## src/lsc_pkg.sv

```systemverilog
// ***************************************************************
// Shared constants for the scanner and laser control block.
// ***************************************************************
package lsc_pkg;
	localparam int unsigned CLOCK_HZ = 20000000;
	localparam int unsigned MS_PER_S = 1000;
	localparam int unsigned CYC_PER_MS = CLOCK_HZ / MS_PER_S;
	localparam int unsigned SPINUP_TIMEOUT_MS = 20000;
	localparam int unsigned STALL_TIMEOUT_MS = 2500;
	localparam int unsigned SPINUP_TIMEOUT_CYC = SPINUP_TIMEOUT_MS * CYC_PER_MS;
	localparam int unsigned STALL_TIMEOUT_CYC = STALL_TIMEOUT_MS * CYC_PER_MS;
	localparam int unsigned SCAN_REF_HALF_CYC = 1000;
	localparam int unsigned RAMP_STEP_CYC = 200;
	localparam int unsigned LOOP_STEP_CYC = 100;
	localparam int unsigned PIXEL_DIV_CYC = 2;
	localparam int unsigned FIFO_DEPTH = 8;
	localparam int unsigned POWER_WIDTH = 8;
	localparam logic [7:0] POWER_SETPOINT = 8'h80;
	localparam logic [7:0] POWER_RESET = 8'h00;
	localparam int unsigned PIN_PRINT = 0;
	localparam int unsigned PIN_FRAME = 1;
	localparam int unsigned PIN_SPEED = 2;
	localparam int unsigned PIN_BEAM = 3;
	localparam int unsigned PIN_VIDEO = 4;
	localparam int unsigned PIN_COUNT = 5;
	localparam logic [4:0] PIN_IDLE = 5'h1f;

	typedef enum logic [2:0] {
		ST_IDLE,
		ST_ARMED,
		ST_SPINUP,
		ST_RUN,
		ST_ERROR
	} lsc_state_t;
endpackage

```

## src/lsc_fifo.sv

```systemverilog
`timescale 1ns/100ps
// ***************************************************************
// Small synchronous FIFO with valid and ready on both sides.
// ***************************************************************
module lsc_fifo #(
	parameter int unsigned WIDTH = 1,
	parameter int unsigned DEPTH = 8
) (
	// Clock and reset.
	input wire logic clock,
	input wire logic sys_rst,
	// Fill side.
	input wire logic in_valid,
	output logic in_ready,
	input wire logic [WIDTH-1:0] in_data,
	// Drain side.
	output logic out_valid,
	input wire logic out_ready,
	output logic [WIDTH-1:0] out_data
);
	localparam int unsigned PW = (DEPTH > 1) ? $clog2(DEPTH) : 1;
	localparam int unsigned CW = $clog2(DEPTH + 1);

	typedef struct packed {
		logic [DEPTH-1:0][WIDTH-1:0] mem;
		logic [PW-1:0] wptr;
		logic [PW-1:0] rptr;
		logic [CW-1:0] count;
	} lsc_fifo_state_t;

	lsc_fifo_state_t q;
	lsc_fifo_state_t d;
	logic push;
	logic pop;

	assign in_ready = (q.count != CW'(DEPTH));
	assign out_valid = (q.count != '0);
	assign out_data = q.mem[q.rptr];
	assign push = in_valid && in_ready;
	assign pop = out_valid && out_ready;

	always_comb begin
		d = q;
		if (push) begin
			d.mem[q.wptr] = in_data;
			d.wptr = (q.wptr == PW'(DEPTH - 1)) ? '0 : PW'(q.wptr + 1'b1);
		end
		if (pop) begin
			d.rptr = (q.rptr == PW'(DEPTH - 1)) ? '0 : PW'(q.rptr + 1'b1);
		end
		if (push && !pop) begin
			d.count = CW'(q.count + 1'b1);
		end else if (pop && !push) begin
			d.count = CW'(q.count - 1'b1);
		end
	end

	always_ff @(posedge clock or posedge sys_rst) begin
		if (sys_rst) begin
			q <= '0;
		end else begin
			q <= d;
		end
	end
endmodule

```

## src/lsc_top.sv

```systemverilog
`timescale 1ns/100ps
// Functional notes
// - Scanner speed reference clock toggles continuously from reset onward.
// - Motor stays stopped after reset until frame sync arrives while a print request is held.
// - Frame sync asserts motor run, laser enable and laser force-on, all low.
// - At-speed not low within 20 s of run request gives motor error.
// - At-speed high for more than 2.5 s while running gives motor error.
// - Beam detect pulse is forwarded to the video side as line sync.
// - Serial video data is relayed to the laser driver as laser data.
// - Force-on asserts first, then power level rises in small steps.
// - With laser on, power level tracks photodiode feedback in a closed loop.
// ***************************************************************
// Scanner motor and laser control.
// ***************************************************************
module lsc_top #(
	parameter int unsigned SPINUP_LIMIT_CYC = lsc_pkg::SPINUP_TIMEOUT_CYC,
	parameter int unsigned STALL_LIMIT_CYC = lsc_pkg::STALL_TIMEOUT_CYC,
	parameter int unsigned REF_HALF_CYC = lsc_pkg::SCAN_REF_HALF_CYC,
	parameter int unsigned FIFO_DEPTH = lsc_pkg::FIFO_DEPTH,
	parameter logic [7:0] POWER_SETPOINT = lsc_pkg::POWER_SETPOINT
) (
	// Clock and reset.
	input wire logic clock,
	input wire logic sys_rst,
	// Video controller side.
	input wire logic print_request_n,
	input wire logic frame_sync_in_n,
	input wire logic video_serial_in_n,
	output logic line_sync_out_n,
	output logic video_ready,
	// Scanner motor driver.
	output logic scanner_speed_ref_clock,
	output logic motor_run_request_n,
	input wire logic motor_at_speed_n,
	output logic motor_error,
	// Beam detector and laser driver.
	input wire logic beam_detect_in_n,
	output logic laser_enable_n,
	output logic laser_force_on_n,
	output logic laser_data_out_n,
	output logic [7:0] laser_power_level_out,
	input wire logic [7:0] photodiode_feedback_in
);
	localparam int unsigned NP = lsc_pkg::PIN_COUNT;
	localparam logic [7:0] PWR_MAX = 8'hff;

	typedef struct packed {
		logic [NP-1:0] sy1;
		logic [NP-1:0] sy2;
		logic [NP-1:0] sy3;
		logic [NP-1:0] pin;
		lsc_pkg::lsc_state_t state;
		logic [31:0] timer;
		logic [15:0] ref_cnt;
		logic ref_clk;
		logic [15:0] ramp_cnt;
		logic [15:0] loop_cnt;
		logic [15:0] pix_cnt;
		logic ramping;
		logic [7:0] level;
		logic line_sync_n;
		logic data_n;
	} lsc_top_state_t;

	lsc_top_state_t q;
	lsc_top_state_t d;
	logic ramp_en;
	logic loop_en;
	logic pix_en;
	logic active;
	logic fifo_in_valid;
	logic fifo_out_valid;
	logic fifo_out_ready;
	logic fifo_out_data;
	logic pop;

	assign ramp_en = (q.ramp_cnt == 16'(lsc_pkg::RAMP_STEP_CYC - 1));
	assign loop_en = (q.loop_cnt == 16'(lsc_pkg::LOOP_STEP_CYC - 1));
	assign pix_en = (q.pix_cnt == 16'(lsc_pkg::PIXEL_DIV_CYC - 1));
	assign active = (q.state == lsc_pkg::ST_SPINUP) || (q.state == lsc_pkg::ST_RUN);
	assign fifo_in_valid = (q.state == lsc_pkg::ST_RUN) && pix_en;
	assign fifo_out_ready = (q.state == lsc_pkg::ST_RUN) && !q.ramping && pix_en;
	assign pop = fifo_out_valid && fifo_out_ready;

	// ***************************************************************
	// Video data buffer between the video side and the laser driver.
	// ***************************************************************
	lsc_fifo #(
		.WIDTH(1),
		.DEPTH(FIFO_DEPTH)
	) u_fifo (
		.clock(clock),
		.sys_rst(sys_rst),
		.in_valid(fifo_in_valid),
		.in_ready(video_ready),
		.in_data(q.pin[lsc_pkg::PIN_VIDEO]),
		.out_valid(fifo_out_valid),
		.out_ready(fifo_out_ready),
		.out_data(fifo_out_data)
	);

	// ***************************************************************
	// Next-state logic.
	// ***************************************************************
	always_comb begin
		d = q;
		// Pins pass three flops; a level counts once the last two agree.
		d.sy1 = {video_serial_in_n, beam_detect_in_n, motor_at_speed_n,
			frame_sync_in_n, print_request_n};
		d.sy2 = q.sy1;
		d.sy3 = q.sy2;
		d.pin = ((q.sy2 ~^ q.sy3) & q.sy3) | ((q.sy2 ^ q.sy3) & q.pin);
		d.ramp_cnt = ramp_en ? '0 : 16'(q.ramp_cnt + 1'b1);
		d.loop_cnt = loop_en ? '0 : 16'(q.loop_cnt + 1'b1);
		d.pix_cnt = pix_en ? '0 : 16'(q.pix_cnt + 1'b1);
		if (q.ref_cnt == 16'(REF_HALF_CYC - 1)) begin
			d.ref_cnt = '0;
			d.ref_clk = !q.ref_clk;
		end else begin
			d.ref_cnt = 16'(q.ref_cnt + 1'b1);
		end
		d.line_sync_n = q.pin[lsc_pkg::PIN_BEAM];
		case (q.state)
			lsc_pkg::ST_IDLE: begin
				if (!q.pin[lsc_pkg::PIN_PRINT]) begin
					d.state = lsc_pkg::ST_ARMED;
				end
			end
			lsc_pkg::ST_ARMED: begin
				if (q.pin[lsc_pkg::PIN_PRINT]) begin
					d.state = lsc_pkg::ST_IDLE;
				end else if (!q.pin[lsc_pkg::PIN_FRAME]) begin
					d.state = lsc_pkg::ST_SPINUP;
					d.timer = '0;
					// Restart the step divider so the first power step comes a full step later.
					d.ramp_cnt = '0;
				end
			end
			lsc_pkg::ST_SPINUP: begin
				if (!q.pin[lsc_pkg::PIN_SPEED]) begin
					d.state = lsc_pkg::ST_RUN;
					d.timer = '0;
				end else if (q.timer >= 32'(SPINUP_LIMIT_CYC - 1)) begin
					d.state = lsc_pkg::ST_ERROR;
				end else begin
					d.timer = 32'(q.timer + 1'b1);
				end
			end
			lsc_pkg::ST_RUN: begin
				if (q.pin[lsc_pkg::PIN_PRINT]) begin
					d.state = lsc_pkg::ST_IDLE;
				end else if (!q.pin[lsc_pkg::PIN_SPEED]) begin
					d.timer = '0;
				end else if (q.timer >= 32'(STALL_LIMIT_CYC)) begin
					d.state = lsc_pkg::ST_ERROR;
				end else begin
					d.timer = 32'(q.timer + 1'b1);
				end
			end
			lsc_pkg::ST_ERROR: begin
				d.state = lsc_pkg::ST_ERROR;
			end
			default: begin
				d.state = lsc_pkg::ST_ERROR;
			end
		endcase
		// Power starts at zero with force-on asserted, then climbs until feedback is met or the level reaches 8'hff.
		if (!active) begin
			d.level = lsc_pkg::POWER_RESET;
			d.ramping = (d.state == lsc_pkg::ST_SPINUP);
		end else if (q.ramping) begin
			if (ramp_en) begin
				if (photodiode_feedback_in >= POWER_SETPOINT || q.level == PWR_MAX) begin
					d.ramping = 1'b0;
				end else begin
					d.level = 8'(q.level + 1'b1);
				end
			end
		end else if (loop_en) begin
			if (photodiode_feedback_in < POWER_SETPOINT && q.level != PWR_MAX) begin
				d.level = 8'(q.level + 1'b1);
			end else if (photodiode_feedback_in > POWER_SETPOINT && q.level != 8'h00) begin
				d.level = 8'(q.level - 1'b1);
			end
		end
		if (q.state != lsc_pkg::ST_RUN) begin
			d.data_n = 1'b1;
		end else if (pop) begin
			d.data_n = fifo_out_data;
		end
	end

	always_ff @(posedge clock or posedge sys_rst) begin
		if (sys_rst) begin
			q <= '0;
			q.sy1 <= lsc_pkg::PIN_IDLE;
			q.sy2 <= lsc_pkg::PIN_IDLE;
			q.sy3 <= lsc_pkg::PIN_IDLE;
			q.pin <= lsc_pkg::PIN_IDLE;
			q.state <= lsc_pkg::ST_IDLE;
			q.line_sync_n <= 1'b1;
			q.data_n <= 1'b1;
		end else begin
			q <= d;
		end
	end

	// ***************************************************************
	// Outputs.
	// ***************************************************************
	assign scanner_speed_ref_clock = q.ref_clk;
	assign motor_run_request_n = !active;
	assign laser_enable_n = !active;
	assign laser_force_on_n = !active;
	assign motor_error = (q.state == lsc_pkg::ST_ERROR);
	assign line_sync_out_n = q.line_sync_n;
	assign laser_data_out_n = q.data_n;
	assign laser_power_level_out = q.level;

	logic [15:0] ref_hold;
	always_ff @(posedge clock or posedge sys_rst) begin
		if (sys_rst) begin
			ref_hold <= '0;
		end else if (d.ref_clk != q.ref_clk) begin
			ref_hold <= '0;
		end else begin
			ref_hold <= 16'(ref_hold + 1'b1);
		end
	end
endmodule

```

## config.mk

```make
export PLATFORM = sky130hd
export DESIGN_NAME = lsc_top
export DESIGN_NICKNAME = d
export VERILOG_FILES = /design/src/lsc_pkg.sv /design/src/lsc_fifo.sv /design/src/lsc_top.sv
export SDC_FILE = /design/constraint.sdc
export NUM_CORES = 1
export LEC_CHECK = 0
export ABC_CLOCK_PERIOD_IN_PS = 11290
export BUFFER_PORTS_ARGS = -buffer_cell sky130_fd_sc_hd__buf_2
export CAP_MARGIN = 30
export CORE_MARGIN = 2
export CORE_UTILIZATION = 55
export CTS_BUF_LIST = sky130_fd_sc_hd__clkbuf_16
export DETAILED_ROUTE_END_ITERATION = 7
export HOLD_SLACK_MARGIN = 0.05
export PLACE_DENSITY = 0.72
export SLEW_MARGIN = 25
export SYNTH_ARGS = -nofsm -noshare
export SYNTH_HDL_FRONTEND = slang
export SYNTH_SLANG_ARGS = --single-unit
```

## constraint.sdc

```tcl
create_clock -name clock -period 11.29 [get_ports clock]
set_clock_uncertainty 0.15 [all_clocks]
set_input_delay 1.6935 -clock clock [delete_from_list [all_inputs] [get_ports clock]]
set_output_delay 1.6935 -clock clock [all_outputs]
set_load 0.01 [all_outputs]
```

* After elaboration in Yosys (flattened, before gate mapping)
Index checks and enable logic that the tools add are counted. Widths: inputs -> output; s select.
Word-level totals: flip-flop bits (word level) 149, bits of input ports 15, logic and storage cells 141
Operators by class: add/subtract/negate cells 11, $lt $le $gt $ge 8, equality and inequality tests 24, multiplexer cells 42, bitwise operators 5, reductions and logical operators 25
Operators with widths (count):
- $mux 32 | 5
- $mux 16 | 7
- $pmux 32 s3 | 1
- $mux 35 | 2
- $add 16x1->16 const B | 4
- $mux 8 | 5
- $add 32x1->32 const B | 1
- $ge 32x26->1 const B | 1
- $ge 32x29->1 const B | 1
- $mux 3 | 8
- $mux 9 | 2
- $eq 16x1->1 const B | 1
- $eq 16x10->1 const B | 1
- $eq 16x7->1 const B | 1
- $eq 16x8->1 const B | 1
- $ne 3x3->1 const B | 5
- $pmux 3 s4 | 1
- $and 5x5->5 | 2
- $logic_and 1x1->1 | 10
- $eq 3x2->1 const B | 3
- $eq 3x3->1 const B | 3
- $add 8x1->8 const B | 1
- $bwmux 8 | 1
- $eq 8x8->1 const B | 1
- 31 further kinds | 47

* Longest topological paths before layout
depth after elaboration 7, mapped depth 14, gate-level depth less buffers 14

* By module
Synthesis repeated with hierarchy kept, for this count alone.
Second synthesis, totals: cell total of the unflattened synthesis 754, area, all modules 7722.4 µm²
Modules (own cells, without submodules):
- lsc_top | instances 1, cells an instance 668, area each 6651.4 µm², sequential area each 3305.7 µm²
- lsc_fifo | instances 1, cells an instance 86, area each 1071.0 µm², sequential area each 450.4 µm²

* Worst setup path after synthesis
OpenSTA, ideal clock, no wires.
kind reg-to-reg, start point reg q[12] (netlist bit), end point reg u_fifo.q[3] (netlist bit), arrival 3.132 ns, data required time 11.018 ns, setup slack 7.886 ns, stages on the path, launching flop included 15, buffers on the path 0, period minus slack after synthesis 3.404 ns, path through dfrtp_1 inv_1 ha_1 nor4b_1 nand4_1 a2111oi_0 inv_1 ha_1 inv_1 ha_1 a21o_1 a21oi_1 xnor2_1 nor2_1 xnor2_1
Between the ends: cells in the longest elaborated chain, start to end 6
RTL lines:
- start: declaration | line lsc_top.sv:65 | lsc_top_state_t q;
- $eq 16x1->1 (*) | line lsc_top.sv:79 | assign pix_en = (q.pix_cnt == 16'(lsc_pkg::PIXEL_DIV_CYC - 1));
- $logic_and 1x1->1 (on tied branches) | line lsc_top.sv:82, lsc_top.sv:81
- $logic_and 1x1->1 (on tied branches) | line lsc_fifo.sv:40, lsc_fifo.sv:39
- $logic_not 1->1 (on tied branches) | line lsc_fifo.sv:51, lsc_fifo.sv:53
- $logic_and 1x1->1 (on tied branches) | line lsc_fifo.sv:51, lsc_fifo.sv:53
- $mux 4 or $reduce_bool 2->1 (tied branches)
- end signal: assignment | line lsc_fifo.sv:60 | q <= '0;
- end signal: assignment | line lsc_fifo.sv:62 | q <= d;
- end: declaration | line lsc_fifo.sv:31 | lsc_fifo_state_t q;
Mark *: on every way between the ends. The rest lies on a longest branch, timed or not. A chain may end at the register's enable or synchronous reset.

* Worst setup path in the final report
start point reg q[109] (netlist bit), end point out motor_run_request_n
Between the ends: cells in the longest elaborated chain, start to end 3
RTL lines:
- $eq 3x2->1 | line lsc_top.sv:80 | assign active = (q.state == lsc_pkg::ST_SPINUP) || (q.state == lsc_pkg::ST_RUN);
- $logic_or 1x1->1 (*) | line lsc_top.sv:80
- $logic_not 1->1 (*) | line lsc_top.sv:212 | assign motor_run_request_n = !active;
- end: declaration | line lsc_top.sv:33 | output logic motor_run_request_n,
Marks and branches as above.

==> metrics.md <==
| Metric | Value |
|---|---|
| Top post-synthesis cells by area | `dfrtp_1 42%, dfstp_2 7.7%, xnor2_1 4.6%, o31ai_1 4.1%, ha_1 3.6%` |
| GRT overflow | `0` |
| Min Tclk post-route | `~3700 ps` |
| Routed WL | `about 15000 um` |
| Min Hold Slack | `just over 200 ps` |
| Synth area leader | `dfrtp_1` |
| First-pass detailed-route iteration total | `5` |
| GRT Total Usage | `0.214` |
| Drc violations | `0` |
| Root Driver | `clkbuf_16` |
| Number of buffers added on ports | `30` |
| First-pass GRT wire length | `roughly 25000 um` |
| DRT iter0 DRCs | `around 430` |
| Number of synthesized flops with an enable pin | `0` |
| Most common cell in the netlist | `dfrtp_1` |
| Die Y-Extent | `between 100 and 150 um` |
| # setup viols final | `0` |
| Cell count of the worst reg-to-reg path | `12` |
| #FFs+latches synth | `149` |
| NumNets Final | `790` |
| Largest net degree at the start of global routing | `81` |
| Vias in the first global route | `between 5000 and 6000` |
| Post-Synthesis Cells | `736` |
| Cell area after synthesis | `roughly 7600 um2` |
| CTS tree | `built` |
| Hold Crit Depth | `0` |
| RSZ-0062 raised after global routing | `no` |
| GP Congestion | `approximately 0.85` |
| Post-CTS Setup Repair Bufs | `0` |
| Worst Path Arrival | `about 1900 ps` |
| Half-perimeter wire length after placement | `between 9000 and 10000 um` |
| Max_cap viols | `0` |
| Seq/Total Area, Yosys | `0.497` |
| Endpoints failing hold | `0` |
| ANT nets after route | `0` |
| Main synth FF type | `dfrtp_1` |
| Syn-to-layout area delta | `10.9%` |
| Synth top area share | `0.421` |
| Worst vdd ir | `about 120 uV` |
| Worst EP required | `between 9000 and 10000 ps` |
| Normalized max-slew margin | `0.408` |
| Worst-path clk slew | `~60 ps` |
| Fraction of layout cells with a size suffix above 1 | `0.141` |
| Vias after detailed routing | `between 5000 and 6000` |
| Die W | `121 um` |
| Net Count, Synth | `just under 800` |
| Startpoint types | `flip-flop` |
| Via density | `a little under 6` |
| CP Max Fanout | `10` |
| Fmax | `0.268 GHz` |
| Fin area | `around 8400 um2` |
| Outcome | `finished clean` |
| Fin crit share | `0.330` |
| Post-DP Area | `7780 um2` |
| Skew-Pair Late Insertion Delay | `420 ps` |
| YS warnings | `0` |
| Commonest cells post-synth | `127 x dfrtp_1, 65 x nor2_1, 55 x nand2_1` |
| Core ar. | `about 13000 um2` |
| Worst Max-Slew Pin Slew | `slightly below 900 ps` |
| Setup_tns | `0 ps` |
| Rows | `42` |
| Worst setup EP type | `primary output` |
| WS Path Type | `reg2out` |
| Clk sink count | `around 150` |
| Netlist cell types | `61` |
| Avg Inst Size Synth | `10.3 um2` |
| WL/cell | `15.8 um` |
| CTS Buf Count | `17` |
| Power per Cell Area | `202 nW/um2` |
| Bufs on Longest Clock Path | `2` |
| Hold buffer count at CTS | `0` |
| Hold WC Path Type | `reg2reg` |
| Initial core utilization | `0.566` |
| PostCTS Resize Cnt | `0` |
| FFs w/ async S/R, synth | `1.00` |
| Initial antenna violation count | `0` |
| Die area | `between 10000 and 15000 um2` |
| # IOs | `31` |
| N_diodes | `0` |
| Htree depth | `4` |
| Static Leak | `between 3 and 4 nW` |
| Final Slew Violations | `0` |
power by group:
group	switching [mW]	leakage [nW]	total (mW)	internal (mW)
logic	0.251	1.51	0.443	0.191
clock network	0.214	0.285	0.558	0.344
registers	0.0889	1.92	0.694	0.605
area by class of cell:
class | count | area (um2)
sequential | 149 | 3760
fill | 1090 | 4970
clock inverter | 15 | 165
inverter | 15 | 61.3
timing repair buffer | 35 | 188
multi-input combinational | 534 | 3560
clock buffer | 17 | 425
tap | 176 | 220
cells by family after synthesis:
family | Yosys count | share of synthesized area
AND/OR/NAND/NOR | 304 | 0.210
buffers and inverters | 53 | 0.0318
AO/OA/AOI/OAI | 126 | 0.119
XOR/XNOR | 62 | 0.0719
flip-flops | 149 | 0.497
multiplexers | 19 | 0.0308
adder cells (fa/ha/maj) | 23 | 0.0391
placed cells by master (no fill, tap or decap), types with 4 or more instances in the layout:
cell	instances
nor3_1	17
or3_1	6
inv_1	14
xnor2_1	40
nand4_1	10
nand3_1	48
nor4_1	10
and4_1	9
and2_1	11
o21ai_0	8
xor2_1	22
nand2b_1	8
clkbuf_16	17
o41ai_1	9
a211oi_1	5
a21oi_1	15
nor2b_1	12
a31oi_1	5
a22o_1	4
a21o_1	6
dfstp_2	22
nand4b_1	4
o21ai_1	8
and3_1	26
buf_4	5
buf_2	30
ha_1	22
dfrtp_1	127
a2bb2oi_1	4
nor2_1	65
o31ai_1	41
or4_1	6
mux2_2	11
nand2_1	55
final timing paths:
check                      slack (ps)                 endpoint             start
max                              7560      motor_run_request_n  q[109]$_DFF_PP0_
min                               210         d[120]$_DFF_PP1_  d[125]$_DFF_PP1_
max reg2reg                      7580  u_fifo.q[3]$_DFFE_PP0P_  q[109]$_DFF_PP0_
min reg2reg                       210         d[120]$_DFF_PP1_  d[125]$_DFF_PP1_
max in group asynchronous        8420        q[83]$_DFFE_PP0P_           sys_rst
min in group asynchronous        1240          q[71]$_DFF_PP0_           sys_rst
worst max-delay path, stage by stage (launching register included):
cell     delay [ps]
dfrtp_1         400
nor2b_1         550
inv_1           300
buf_2           220
per-layer routing:
metal,part of all wire,GRT usage
met3,0.038,0.0508
met1,0.46,0.286
met2,0.49,0.351
met5,0,0
met4,0.010,0.0639
sequential cells by signal, summed over array words and instances (netlist names):
signal / cells
q: 109
u_fifo.q: 18
d: 11
laser_power_level_out: 8
laser_data_out_n: 1
line_sync_out_n: 1
scanner_speed_ref_clock: 1
metrics by stage:
step                      power (mW)  setup WS (ps)  instances   util
after floorplan                 1.04           5470        736      -
after global placement          1.11           7630        909  0.583
after detailed placement        1.14           7450        909  0.583
after CTS                       1.70           7440        941  0.627
after global routing            1.80           7300        941  0.628
final                           1.69           7560        941  0.628
Power figures use the tool's default switching activity.
